==> src/ibe_pkg.sv <==
// Package with register map, field positions and reset values of the two-wire byte engine.
package ibe_pkg;
  // Register word indices on the plain register port.
  localparam logic [2:0] IBE_OFF_BUF    = 3'h0;
  localparam logic [2:0] IBE_OFF_CTRL2  = 3'h1;
  localparam logic [2:0] IBE_OFF_STATUS = 3'h2;
  localparam logic [2:0] IBE_OFF_FLAGS  = 3'h3;
  localparam logic [2:0] IBE_OFF_RELOAD = 3'h4;
  localparam logic [2:0] IBE_OFF_CTRL1  = 3'h5;
  localparam int IBE_AW = 3;
  localparam int IBE_DW = 8;
  localparam int IBE_RW = 7;

  // Field positions in control_two_reg.
  localparam int IBE_C2_HALT = 2;
  localparam int IBE_C2_RX   = 3;
  localparam int IBE_C2_ACK  = 4;
  localparam int IBE_C2_ALVL = 5;
  localparam int IBE_C2_PACK = 6;
  // Field positions in port_status_reg.
  localparam int IBE_ST_BF    = 0;
  localparam int IBE_ST_BEGIN = 3;
  localparam int IBE_ST_HALT  = 4;
  // Field positions in the sticky flag register.
  localparam int IBE_FL_PE   = 0;
  localparam int IBE_FL_COLL = 1;
  localparam int IBE_FL_OVF  = 2;
  localparam int IBE_FL_WRITE_COLLISION = 3;
  // Field position of the module enable in the first control register.
  localparam int IBE_C1_EN = 5;

  // Reset values and the last data and acknowledge bit counts.
  localparam logic [7:0] IBE_RST_BUF    = 8'h00;
  localparam logic [6:0] IBE_RST_RELOAD = 7'h00;
  localparam logic [3:0] IBE_LAST_BIT   = 4'h7;
  localparam logic [3:0] IBE_ACK_BIT    = 4'h8;

  // Engine sequencer states.
  typedef enum logic [3:0] {
    IBE_IDLE, IBE_TX_LOW, IBE_TX_HIGH, IBE_RX_LOW, IBE_RX_HIGH,
    IBE_ACK_LOW, IBE_ACK_HIGH, IBE_STOP_SDA, IBE_STOP_LOW,
    IBE_STOP_HIGH, IBE_STOP_REL, IBE_STOP_DONE
  } ibe_state_t;
endpackage

==> src/ibe_byte_engine.sv <==
// Master byte engine for the two-wire bus with register port and arbitration.
// What this block does
// - Buffer write in transmit sets buffer_full, starts counter; clears after eight bits.
// - Each bit driven after SCL falls, SCL low one period, high one period.
// - Falling edge of eighth clock clears buffer_full and releases SDA.
// - Ninth clock falling edge samples SDA into peer_ack_result, low means acknowledged.
// - After ninth clock set event flag, hold SCL low, wait for next write.
// - Buffer write during any active sequence is dropped and sets write_collision.
// - Receive enable starts reception only when idle, otherwise ignored.
// - In reception each rollover toggles SCL and SDA bits shift in.
// - After eighth received clock, store byte, set flags, clear enable, hold SCL low.
// - In reception buffer_full sets on byte store and clears on a buffer read made while idle.
// - Byte completed while buffer_full still set raises receive_overflow.
// - Acknowledge sequence drives level, low one period, high one period, then idle.
// - Stop drives SDA low, waits period, releases SCL, one period later SDA.
// - SDA high with SCL high sets halt_detected; period later finish stop, set event.
// - Reset disables the port and abandons any transfer.
// - Start and stop detected flags clear on reset or disable.
// - Released one read back low while SCL high sets collision flag, go idle.
// - Collision in a byte stops it, clears buffer_full, releases lines.
// - Collision in acknowledge or stop aborts it and clears its enable bits.
// - After losing arbitration, a bus stop condition sets the event flag.
// - After collision the next write sends its byte from the first bit.
// - In sleep reception continues and events wake the processor if enabled.
// - Counter reloads from low seven bits and counts to zero, one period each.
// - While SCL is released the counter pauses until SCL reads high.
//
// Implementation choices: the strobed register port and the address map.
`timescale 1ns/1ps
module ibe_byte_engine #(
  parameter int AW = ibe_pkg::IBE_AW,
  parameter int DW = ibe_pkg::IBE_DW
) (
  // Clock and reset.
  input  wire logic          i_clock,
  input  wire logic          i_rstn,
  // Register port.
  input  wire logic [AW-1:0] i_addr,
  input  wire logic [DW-1:0] i_wdata,
  input  wire logic          i_wr,
  input  wire logic          i_rd,
  output logic      [DW-1:0] o_rdata,
  // Processor sleep and wake.
  input  wire logic          i_sleep,
  input  wire logic          i_event_irq_en,
  output logic               o_wake,
  // Open-drain bus lines.
  input  wire logic          i_scl,
  output logic               o_scl,
  output logic               o_scl_oe,
  input  wire logic          i_sda,
  output logic               o_sda,
  output logic               o_sda_oe
);
  import ibe_pkg::*;

  typedef struct packed {
    ibe_state_t  state;
    logic        scl_s1;
    logic        scl_s2;
    logic        scl_d;
    logic        sda_s1;
    logic        sda_s2;
    logic        sda_d;
    logic        scl_oe;
    logic        sda_oe;
    logic [7:0]  buffer;
    logic [7:0]  shift;
    logic [3:0]  bitcnt;
    logic [6:0]  reload;
    logic        enable;
    logic        bf;
    logic        ack_en;
    logic        rx_en;
    logic        halt_en;
    logic        ack_lvl;
    logic        peer_ack;
    logic        begin_det;
    logic        halt_det;
    logic        pe;
    logic        coll;
    logic        ovf;
    logic        write_collision;
    logic        lost;
    logic        wake;
    logic [7:0]  rdata;
  } ibe_regs_t;

  ibe_regs_t r;
  ibe_regs_t next_r;
  logic      brg_reload;
  logic      brg_run;
  logic      brg_done;
  logic      lose;
  logic      wr_buf;
  logic      wr_ctrl2;
  logic      bus_start;
  logic      bus_stop;

  // Register address match.
  function automatic logic hit(input logic [AW-1:0] a, input logic [2:0] off);
    hit = (a == off);
  endfunction

  ibe_rate_counter #(
    .RW (IBE_RW)
  ) u_rate (
    .i_clock  (i_clock),
    .i_rstn   (i_rstn),
    .i_reload (brg_reload),
    .i_run    (brg_run),
    .i_value  (r.reload),
    .o_done   (brg_done)
  );

  // The bus lines only ever pull low; the level pins stay at zero.
  assign o_scl    = 1'b0;
  assign o_sda    = 1'b0;
  assign o_scl_oe = r.scl_oe;
  assign o_sda_oe = r.sda_oe;
  assign o_rdata  = r.rdata;
  assign o_wake   = r.wake;

  // Decoded strobes and bus conditions seen on the synchronised lines.
  assign wr_buf    = i_wr && hit(i_addr, IBE_OFF_BUF);
  assign wr_ctrl2  = i_wr && hit(i_addr, IBE_OFF_CTRL2);
  assign bus_start = r.scl_s2 && r.scl_d && r.sda_d && !r.sda_s2;
  assign bus_stop  = r.scl_s2 && r.scl_d && !r.sda_d && r.sda_s2;

  // Next-state logic; register-write clears are applied first so a later set wins; arbitration loss and disable are applied last.
  always_comb begin
    next_r = r;
    brg_reload = 1'b0;
    brg_run = 1'b1;
    lose = 1'b0;
    next_r.scl_s1 = i_scl;
    next_r.scl_s2 = r.scl_s1;
    next_r.scl_d  = r.scl_s2;
    next_r.sda_s1 = i_sda;
    next_r.sda_s2 = r.sda_s1;
    next_r.sda_d  = r.sda_s2;
    next_r.rdata  = 8'h00;

    // Reads answer one cycle later; unmapped words read zero.
    if (i_rd) begin
      if (hit(i_addr, IBE_OFF_BUF)) begin
        next_r.rdata = r.buffer;
        if (r.state == IBE_IDLE) begin
          next_r.bf = 1'b0;
        end
      end
      if (hit(i_addr, IBE_OFF_CTRL2)) begin
        next_r.rdata[IBE_C2_HALT] = r.halt_en;
        next_r.rdata[IBE_C2_RX]   = r.rx_en;
        next_r.rdata[IBE_C2_ACK]  = r.ack_en;
        next_r.rdata[IBE_C2_ALVL] = r.ack_lvl;
        next_r.rdata[IBE_C2_PACK] = r.peer_ack;
      end
      if (hit(i_addr, IBE_OFF_STATUS)) begin
        next_r.rdata[IBE_ST_BF]    = r.bf;
        next_r.rdata[IBE_ST_BEGIN] = r.begin_det;
        next_r.rdata[IBE_ST_HALT]  = r.halt_det;
      end
      if (hit(i_addr, IBE_OFF_FLAGS)) begin
        next_r.rdata[IBE_FL_PE]   = r.pe;
        next_r.rdata[IBE_FL_COLL] = r.coll;
        next_r.rdata[IBE_FL_OVF]  = r.ovf;
        next_r.rdata[IBE_FL_WRITE_COLLISION] = r.write_collision;
      end
      if (hit(i_addr, IBE_OFF_RELOAD)) begin
        next_r.rdata = {1'b0, r.reload};
      end
      if (hit(i_addr, IBE_OFF_CTRL1)) begin
        next_r.rdata[IBE_C1_EN] = r.enable;
      end
    end

    // Sticky flags clear only by software, writing a one to the bit.
    if (i_wr && hit(i_addr, IBE_OFF_FLAGS)) begin
      if (i_wdata[IBE_FL_PE]) next_r.pe = 1'b0;
      if (i_wdata[IBE_FL_COLL]) next_r.coll = 1'b0;
      if (i_wdata[IBE_FL_OVF]) next_r.ovf = 1'b0;
      if (i_wdata[IBE_FL_WRITE_COLLISION]) next_r.write_collision = 1'b0;
    end
    if (i_wr && hit(i_addr, IBE_OFF_RELOAD)) begin
      next_r.reload = i_wdata[6:0];
    end
    if (i_wr && hit(i_addr, IBE_OFF_CTRL1)) begin
      next_r.enable = i_wdata[IBE_C1_EN];
    end
    if (wr_ctrl2) begin
      next_r.ack_lvl = i_wdata[IBE_C2_ALVL];
    end

    // Bus monitor keeps running after arbitration is lost.
    if (bus_start) begin
      next_r.begin_det = 1'b1;
      next_r.halt_det  = 1'b0;
    end
    if (bus_stop) begin
      next_r.halt_det  = 1'b1;
      next_r.begin_det = 1'b0;
      if (r.lost) begin
        next_r.pe   = 1'b1;
        next_r.lost = 1'b0;
      end
    end

    // A buffer write outside idle never reaches the buffer.
    if (wr_buf && r.state != IBE_IDLE) begin
      next_r.write_collision = 1'b1;
    end

    case (r.state)
      IBE_IDLE: begin
        if (wr_buf && r.enable) begin
          next_r.buffer = i_wdata;
          next_r.shift  = i_wdata;
          next_r.bitcnt = 4'h0;
          next_r.bf     = 1'b1;
          next_r.scl_oe = 1'b1;
          next_r.sda_oe = !i_wdata[7];
          next_r.state  = IBE_TX_LOW;
          brg_reload    = 1'b1;
        end else if (wr_ctrl2 && r.enable) begin
          // Only one sequence may start; anything else stays idle.
          if (i_wdata[IBE_C2_ACK]) begin
            next_r.ack_en = 1'b1;
            next_r.scl_oe = 1'b1;
            next_r.sda_oe = !i_wdata[IBE_C2_ALVL];
            next_r.state  = IBE_ACK_LOW;
            brg_reload    = 1'b1;
          end else if (i_wdata[IBE_C2_RX]) begin
            next_r.rx_en  = 1'b1;
            next_r.scl_oe = 1'b1;
            next_r.sda_oe = 1'b0;
            next_r.bitcnt = 4'h0;
            next_r.state  = IBE_RX_LOW;
            brg_reload    = 1'b1;
          end else if (i_wdata[IBE_C2_HALT]) begin
            next_r.halt_en = 1'b1;
            next_r.sda_oe  = 1'b1;
            next_r.state   = IBE_STOP_SDA;
          end
        end
      end
      IBE_TX_LOW: begin
        if (brg_done) begin
          next_r.scl_oe = 1'b0;
          next_r.state  = IBE_TX_HIGH;
          brg_reload    = 1'b1;
        end
      end
      IBE_TX_HIGH: begin
        brg_run = r.scl_s2;
        if (!r.sda_oe && r.scl_s2 && !r.sda_s2 && r.bitcnt < IBE_ACK_BIT) begin
          lose = 1'b1;
        end else if (brg_done) begin
          next_r.scl_oe = 1'b1;
          if (r.bitcnt == IBE_ACK_BIT) begin
            next_r.peer_ack = r.sda_s2;
            next_r.pe       = 1'b1;
            next_r.state    = IBE_IDLE;
          end else begin
            next_r.bitcnt = r.bitcnt + 4'h1;
            next_r.shift  = {r.shift[6:0], 1'b0};
            if (r.bitcnt == IBE_LAST_BIT) begin
              next_r.bf     = 1'b0;
              next_r.sda_oe = 1'b0;
            end else begin
              next_r.sda_oe = !r.shift[6];
            end
            next_r.state = IBE_TX_LOW;
            brg_reload   = 1'b1;
          end
        end
      end
      IBE_RX_LOW: begin
        if (brg_done) begin
          next_r.scl_oe = 1'b0;
          next_r.state  = IBE_RX_HIGH;
          brg_reload    = 1'b1;
        end
      end
      IBE_RX_HIGH: begin
        brg_run = r.scl_s2;
        if (brg_done) begin
          next_r.scl_oe = 1'b1;
          next_r.shift  = {r.shift[6:0], r.sda_s2};
          next_r.bitcnt = r.bitcnt + 4'h1;
          if (r.bitcnt == IBE_LAST_BIT) begin
            next_r.rx_en  = 1'b0;
            next_r.buffer = {r.shift[6:0], r.sda_s2};
            next_r.bf     = 1'b1;
            next_r.pe     = 1'b1;
            if (r.bf) begin
              next_r.ovf = 1'b1;
            end
            next_r.state = IBE_IDLE;
          end else begin
            next_r.state = IBE_RX_LOW;
            brg_reload   = 1'b1;
          end
        end
      end
      IBE_ACK_LOW: begin
        if (brg_done) begin
          next_r.scl_oe = 1'b0;
          next_r.state  = IBE_ACK_HIGH;
          brg_reload    = 1'b1;
        end
      end
      IBE_ACK_HIGH: begin
        brg_run = r.scl_s2;
        if (!r.sda_oe && r.scl_s2 && !r.sda_s2) begin
          lose = 1'b1;
        end else if (brg_done) begin
          next_r.scl_oe = 1'b1;
          next_r.ack_en = 1'b0;
          next_r.state  = IBE_IDLE;
        end
      end
      IBE_STOP_SDA: begin
        if (!r.sda_s2) begin
          next_r.state = IBE_STOP_LOW;
          brg_reload   = 1'b1;
        end
      end
      IBE_STOP_LOW: begin
        if (brg_done) begin
          next_r.scl_oe = 1'b0;
          next_r.state  = IBE_STOP_HIGH;
          brg_reload    = 1'b1;
        end
      end
      IBE_STOP_HIGH: begin
        brg_run = r.scl_s2;
        if (brg_done) begin
          next_r.sda_oe = 1'b0;
          next_r.state  = IBE_STOP_REL;
        end
      end
      IBE_STOP_REL: begin
        // A line that stays low here is held by another party; wait for it.
        if (r.scl_s2 && r.sda_s2) begin
          next_r.halt_det = 1'b1;
          next_r.state    = IBE_STOP_DONE;
          brg_reload      = 1'b1;
        end
      end
      IBE_STOP_DONE: begin
        if (!r.sda_s2) begin
          lose = 1'b1;
        end else if (brg_done) begin
          next_r.halt_en = 1'b0;
          next_r.pe      = 1'b1;
          next_r.state   = IBE_IDLE;
        end
      end
      default: begin
        next_r.state = IBE_IDLE;
      end
    endcase

    // Arbitration loss frees the bus and leaves the buffer writable.
    if (lose) begin
      next_r.coll    = 1'b1;
      next_r.lost    = 1'b1;
      next_r.bf      = 1'b0;
      next_r.scl_oe  = 1'b0;
      next_r.sda_oe  = 1'b0;
      next_r.ack_en  = 1'b0;
      next_r.rx_en   = 1'b0;
      next_r.halt_en = 1'b0;
      next_r.state   = IBE_IDLE;
    end

    // A disabled port drops any sequence, releases both lines and forgets the bus state.
    if (!r.enable) begin
      next_r.state     = IBE_IDLE;
      next_r.scl_oe    = 1'b0;
      next_r.sda_oe    = 1'b0;
      next_r.ack_en    = 1'b0;
      next_r.rx_en     = 1'b0;
      next_r.halt_en   = 1'b0;
      next_r.lost      = 1'b0;
      next_r.begin_det = 1'b0;
      next_r.halt_det  = 1'b0;
    end

    // Sleep does not gate the engine, so reception still completes.
    next_r.wake = i_sleep && i_event_irq_en && next_r.pe;
  end

  // State register; reset leaves the port disabled and the bus released.
  always_ff @(posedge i_clock or negedge i_rstn) begin
    if (!i_rstn) begin
      r        <= '0;
      r.state  <= IBE_IDLE;
      r.scl_s1 <= 1'b1;
      r.scl_s2 <= 1'b1;
      r.scl_d  <= 1'b1;
      r.sda_s1 <= 1'b1;
      r.sda_s2 <= 1'b1;
      r.sda_d  <= 1'b1;
      r.buffer <= IBE_RST_BUF;
      r.reload <= IBE_RST_RELOAD;
    end else begin
      r <= next_r;
    end
  end
endmodule

==> src/ibe_rate_counter.sv <==
// Reload down-counter that paces every half bit of the two-wire bus.
`timescale 1ns/1ps
module ibe_rate_counter #(
  parameter int RW = ibe_pkg::IBE_RW
) (
  // Clock and reset.
  input  wire logic          i_clock,
  input  wire logic          i_rstn,
  // Control from the sequencer.
  input  wire logic          i_reload,
  input  wire logic          i_run,
  input  wire logic [RW-1:0] i_value,
  // Rollover strobe.
  output logic               o_done
);
  import ibe_pkg::*;

  typedef struct packed {
    logic [RW-1:0] count;
    logic          active;
  } ibe_rc_t;

  ibe_rc_t r;
  ibe_rc_t next_r;

  // Rollover fires when the count has run out; a stalled run holds it back.
  assign o_done = r.active && i_run && (r.count == '0);

  // Reload wins over counting so a fresh half bit always starts full length.
  always_comb begin
    next_r = r;
    if (i_reload) begin
      next_r.count  = i_value;
      next_r.active = 1'b1;
    end else if (r.active && i_run) begin
      if (r.count == '0) begin
        next_r.active = 1'b0;
      end else begin
        next_r.count = r.count - 1'b1;
      end
    end
  end

  // State register.
  always_ff @(posedge i_clock or negedge i_rstn) begin
    if (!i_rstn) begin
      r <= '0;
    end else begin
      r <= next_r;
    end
  end
endmodule

==> config.mk <==
export PLATFORM = sky130hd
export DESIGN_NAME = ibe_byte_engine
export DESIGN_NICKNAME = d
export VERILOG_FILES = /design/src/ibe_pkg.sv /design/src/ibe_byte_engine.sv /design/src/ibe_rate_counter.sv
export SDC_FILE = /design/constraint.sdc
export NUM_CORES = 1
export LEC_CHECK = 0
export ABC_AREA = 1
export ABC_CLOCK_PERIOD_IN_PS = 6300
export BUFFER_PORTS_ARGS = -buffer_cell sky130_fd_sc_hd__clkbuf_2
export CAP_MARGIN = 5
export CORE_MARGIN = 2
export CORE_UTILIZATION = 30
export CTS_CLUSTER_DIAMETER = 50
export DETAILED_ROUTE_END_ITERATION = 7
export PLACE_DENSITY_LB_ADDON = 0.05
export SETUP_SLACK_MARGIN = 0.4
export SLEW_MARGIN = 5
export SYNTH_ARGS = -nofsm -noshare
export SYNTH_HDL_FRONTEND = slang
export SYNTH_HIERARCHICAL = 1
export SYNTH_SLANG_ARGS = --single-unit
export TNS_END_PERCENT = 20
==> constraint.sdc <==
create_clock -name i_clock -period 6.3 [get_ports i_clock]
set_clock_uncertainty 0.15 [all_clocks]
set_input_delay 1.26 -clock i_clock [delete_from_list [all_inputs] [get_ports i_clock]]
set_output_delay 1.26 -clock i_clock [all_outputs]
set_load 0.01 [all_outputs]
==> metrics.json <==
{
  "synthesis.yosys.warnings": {"value": 6},
  "yosysUniqueCellTypes": {"value": 40},
  "timing.hold.worst.class": {"value": "reg2reg"},
  "p_int": {"value": 0.00117, "unit": "W"},
  "design.die.area": {"value": 14900, "unit": "um2"},
  "slew_headroom": {"value": 39.2, "unit": "%"},
  "gr-usage-met3": {"value": 4.03, "unit": "%"},
  "cap_violations": {"value": 0},
  "timing.critical_path.from_type": {"value": "flop"},
  "clock_sinks": {"value": 69},
  "layout.cells.non_filler": {"value": 774},
  "fmax": {"value": 313, "unit": "MHz"},
  "synth_ff_type": {"value": "sky130_fd_sc_hd__dfrtp_1"},
  "yosys.cell_count.top_type": {"value": "sky130_fd_sc_hd__nand2_1"},
  "timing.critical_path.slowest_cell_delay": {"value": 0.56, "unit": "ns"},
  "cts_root_buf": {"value": "sky130_fd_sc_hd__clkbuf_16"},
  "design.core.area": {"value": 13700, "unit": "um2"},
  "synth-edff-count": {"value": 0},
  "final-hold-violation-count": {"value": 0},
  "ys_ff_latch": {"value": 69},
  "final_layout_size_suffix_gt1_share": {"value": 16.2, "unit": "%"},
  "tritoncts": {"value": "done"},
  "antenna_found_initial": {"value": 0},
  "portBuffers": {"value": 29},
  "synthArstFlopShare": {"value": 100, "unit": "%"},
  "proportion_of_power_drawn_by_the_clock_network": {"value": 24.7, "unit": "%"},
  "first_global_vias": {"value": 3675},
  "crit_path_frequent_cell": {"value": "sky130_fd_sc_hd__nand2_1"},
  "ios": {"value": 32},
  "vias_per_cell": {"value": 4.78},
  "ant_nets": {"value": 0},
  "place_inst": {"value": 758},
  "critical_path.max_fanout": {"value": 12},
  "pwr-share-comb": {"value": 43.3, "unit": "%"},
  "crit_path_top_delay_cell": {"value": "sky130_fd_sc_hd__o2111ai_1"},
  "gpl.final_weighted_congestion": {"value": 0.821},
  "route.detailed.wl_per_inst": {"value": 15.9, "unit": "um"},
  "clock_insertion_delay_worst_skew": {"value": 0.34, "unit": "ns"},
  "dp.final_hpwl": {"value": 9200, "unit": "um"},
  "post_cts.resized_instances": {"value": 0},
  "grt_setup_unrepaired": {"value": "false"},
  "highest_ir_drop_seen_on_vdd": {"value": 0.143, "unit": "mV"},
  "timing_worst_slew_pin_value": {"value": 0.912, "unit": "ns"},
  "crit_type": {"value": "reg2reg"},
  "grt_max_degree": {"value": 70},
  "first_pass_grt_wire_length": {"value": 20000, "unit": "um"},
  "totalWireLength": {"value": 12300, "unit": "um"},
  "ctsHtreeMaxLevel": {"value": 3},
  "rows": {"value": 43},
  "via_count": {"value": 3697},
  "cts_max_path_buffers": {"value": 2},
  "final_period_minus_worst_setup_slack": {"value": 3.19, "unit": "ns"},
  "cp_cell_sequence": {"value": "inv_1, nand2_1, nor2_1, inv_1, nand2_1, o21ai_0, nand2_1, nor2_1, nand2_1, o2111ai_1, inv_2, nand2_2, nor2_1, a21oi_1"},
  "drt_first_pass_iters": {"value": 4},
  "grt_busiest_layer": {"value": "met2"},
  "cts_hold_buffers": {"value": 0},
  "detail_route.iter0.violations": {"value": 349},
  "power_per_unit_of_standard_cell_area": {"value": 448, "unit": "nW/um2"},
  "most_frequent_cells_after_synthesis": {"value": "sky130_fd_sc_hd__nand2_1, sky130_fd_sc_hd__dfrtp_1, sky130_fd_sc_hd__inv_1, sky130_fd_sc_hd__nor2_1, sky130_fd_sc_hd__o21ai_0"},
  "power_switching_share": {"value": 44.0, "unit": "%"},
  "switchingPower": {"value": 0.000924, "unit": "W"},
  "sequential_area_share_after_synthesis": {"value": 41.5, "unit": "%"},
  "numCtsBuffers": {"value": 9},
  "final_net_count": {"value": 612},
  "buffers_inserted_during_post_cts_setup_optimization": {"value": 0},
  "combined_buffer_and_inverter_count_along_the_critical_path": {"value": 3},
  "n_antenna_cell": {"value": 0},
  "area.growth.synth_to_final": {"value": 12.1, "unit": "%"},
  "synthesized_instance_count": {"value": 573},
  "grt_util_met2": {"value": 28.2, "unit": "%"},
  "placed_cell_area": {"value": 4380, "unit": "um2"},
  "yosys.area.top_type_share": {"value": 37.8, "unit": "%"},
  "final_design_area_no_fill": {"value": 4680, "unit": "um2"},
  "drc": {"value": 0},
  "run_status": {"value": "finished, final reports clean"},
  "floorplan.die.height": {"value": 122, "unit": "um"},
  "p_seq_share": {"value": 31.9, "unit": "%"},
  "worst_ep_arrival_time": {"value": 3.31, "unit": "ns"},
  "use_met1": {"value": 24.4, "unit": "%"},
  "post-synth-top-area-cell": {"value": "sky130_fd_sc_hd__dfrtp_1"},
  "syn_std_cell_area": {"value": 4180, "unit": "um2"},
  "crit_path_end_kind": {"value": "flop"},
  "setup.reg_to_reg.worst_slack": {"value": 3.11, "unit": "ns"},
  "ys_top_cells_by_area": {"value": "sky130_fd_sc_hd__dfrtp_1, sky130_fd_sc_hd__nand2_1, sky130_fd_sc_hd__o21ai_0"},
  "cellLeakagePower": {"value": 2.25, "unit": "nW"},
  "slew_viol_final": {"value": 0},
  "timing.critical_path.required": {"value": 6.42, "unit": "ns"},
  "finalSetupViolCount": {"value": 0},
  "all_layer_gr_usage": {"value": 18.0, "unit": "%"},
  "syn-mean-instance-area": {"value": 7.29, "unit": "um2"},
  "path_clk_slew": {"value": 0.06, "unit": "ns"},
  "post-route-period-util": {"value": 50.7, "unit": "%"},
  "chipWidth": {"value": 122, "unit": "um"},
  "path_delay_family": {"value": "simple AND/OR/NAND/NOR gates"},
  "power": {"value": 0.00210, "unit": "W"},
  "finalSetupTns": {"value": 0, "unit": "ns"},
  "grt.overflow.total": {"value": 0},
  "start_util": {"value": 30.4, "unit": "%"}
}
[path summary, 6_finish.rpt]
kind,start,end,cells after the start
max reg2reg,r[60],u_rate/r[6],14
max,r[60],u_rate/r[6],14
max in group asynchronous,i_rstn,r[58],1
min,next_r[53],next_r[52],0
min in group asynchronous,i_rstn,r[22],1
min reg2reg,next_r[53],next_r[52],0
[sequential cells by signal, indices dropped and copies added, names as in the netlist]
name,flops
u_rate/r,8
r,46
o_rdata,8
next_r,4
o_scl_oe,1
o_sda_oe,1
o_wake,1
[area by class of cell]
| cell class | instances | area (um2) |
|---|---|---|
| inverter | 62 | 238 |
| fill | 1503 | 9040 |
| tap | 180 | 225 |
| sequential | 69 | 1730 |
| multi-input combinational | 418 | 2030 |
| timing repair buffer | 29 | 148 |
| clock buffer | 10 | 239 |
| clock inverter | 6 | 62.6 |
[logic make-up after synthesis]
logic type | count (synthesis) | share of synthesized area, %
XOR/XNOR | 2 | 0.420
other | 1 | 0.0898
adder cells (fa/ha/maj) | 4 | 1.20
AND/OR/NAND/NOR | 305 | 32.7
AO/OA/AOI/OAI | 104 | 14.0
flip-flops | 69 | 41.5
multiplexers | 1 | 0.270
buffers and inverters | 87 | 9.83
[through the flow]
step                setup WS (ns)  utilization, %  hold slack [ns]
floorplan                    3.50               -            0.195
global placement             2.95            31.9            0.196
detailed placement           2.92            31.9            0.197
CTS                          3.10            34.1            0.205
global route                 2.70            34.1            0.212
finish                       3.11            34.1            0.205
[worst reg2reg max path, stage by stage, from the launching register on]
cell	delay, ns
sky130_fd_sc_hd__dfrtp_1	0.45
sky130_fd_sc_hd__inv_1	0.12
sky130_fd_sc_hd__nand2_1	0.12
sky130_fd_sc_hd__nor2_1	0.08
sky130_fd_sc_hd__inv_1	0.06
sky130_fd_sc_hd__nand2_1	0.09
sky130_fd_sc_hd__o21ai_0	0.19
sky130_fd_sc_hd__nand2_1	0.11
sky130_fd_sc_hd__nor2_1	0.32
sky130_fd_sc_hd__nand2_1	0.11
sky130_fd_sc_hd__o2111ai_1	0.56
sky130_fd_sc_hd__inv_2	0.24
sky130_fd_sc_hd__nand2_2	0.32
sky130_fd_sc_hd__nor2_1	0.08
sky130_fd_sc_hd__a21oi_1	0.11
[layout by cell type, fill, tap and decap left out, drive strengths merged]
| master | n |
|---|---|
| nand2 | 172 |
| o21ai | 67 |
| nor2 | 66 |
| dfrtp | 63 |
| inv | 61 |
| nand3 | 47 |
| clkbuf | 38 |
| a21oi | 21 |
| nand4 | 14 |
| a31oi | 7 |
| dfstp | 6 |
| clkinv | 6 |
| o211ai | 4 |
| ha | 4 |
| nor3 | 2 |
| conb | 2 |
| or2 | 2 |
| o2111ai | 1 |
| o221ai | 1 |
| nor2b | 1 |
| xor2 | 1 |
| mux2 | 1 |
| a21boi | 1 |
| nor4 | 1 |
| o21a | 1 |
| bufinv | 1 |
| buf | 1 |
| o21bai | 1 |
| xnor2 | 1 |
[layer usage]
metal / vias up / routed length [um]
li1: 1891 / -
met1: 1729 / 5930
met2: 61 / 5660
met3: 16 / 462
met4: 0 / 259
met5: - / 0
[power groups by stage]
stage	clock [W]	sequential, W	combinational, W
floorplan	0	0.000645	0.000744
global placement	0	0.000679	0.000923
detailed placement	0	0.000678	0.000909
CTS	0.000538	0.000670	0.000914
global route	0.000562	0.000688	0.00104
finish	0.000519	0.000670	0.000909
(Power assumes the default switching activity.)
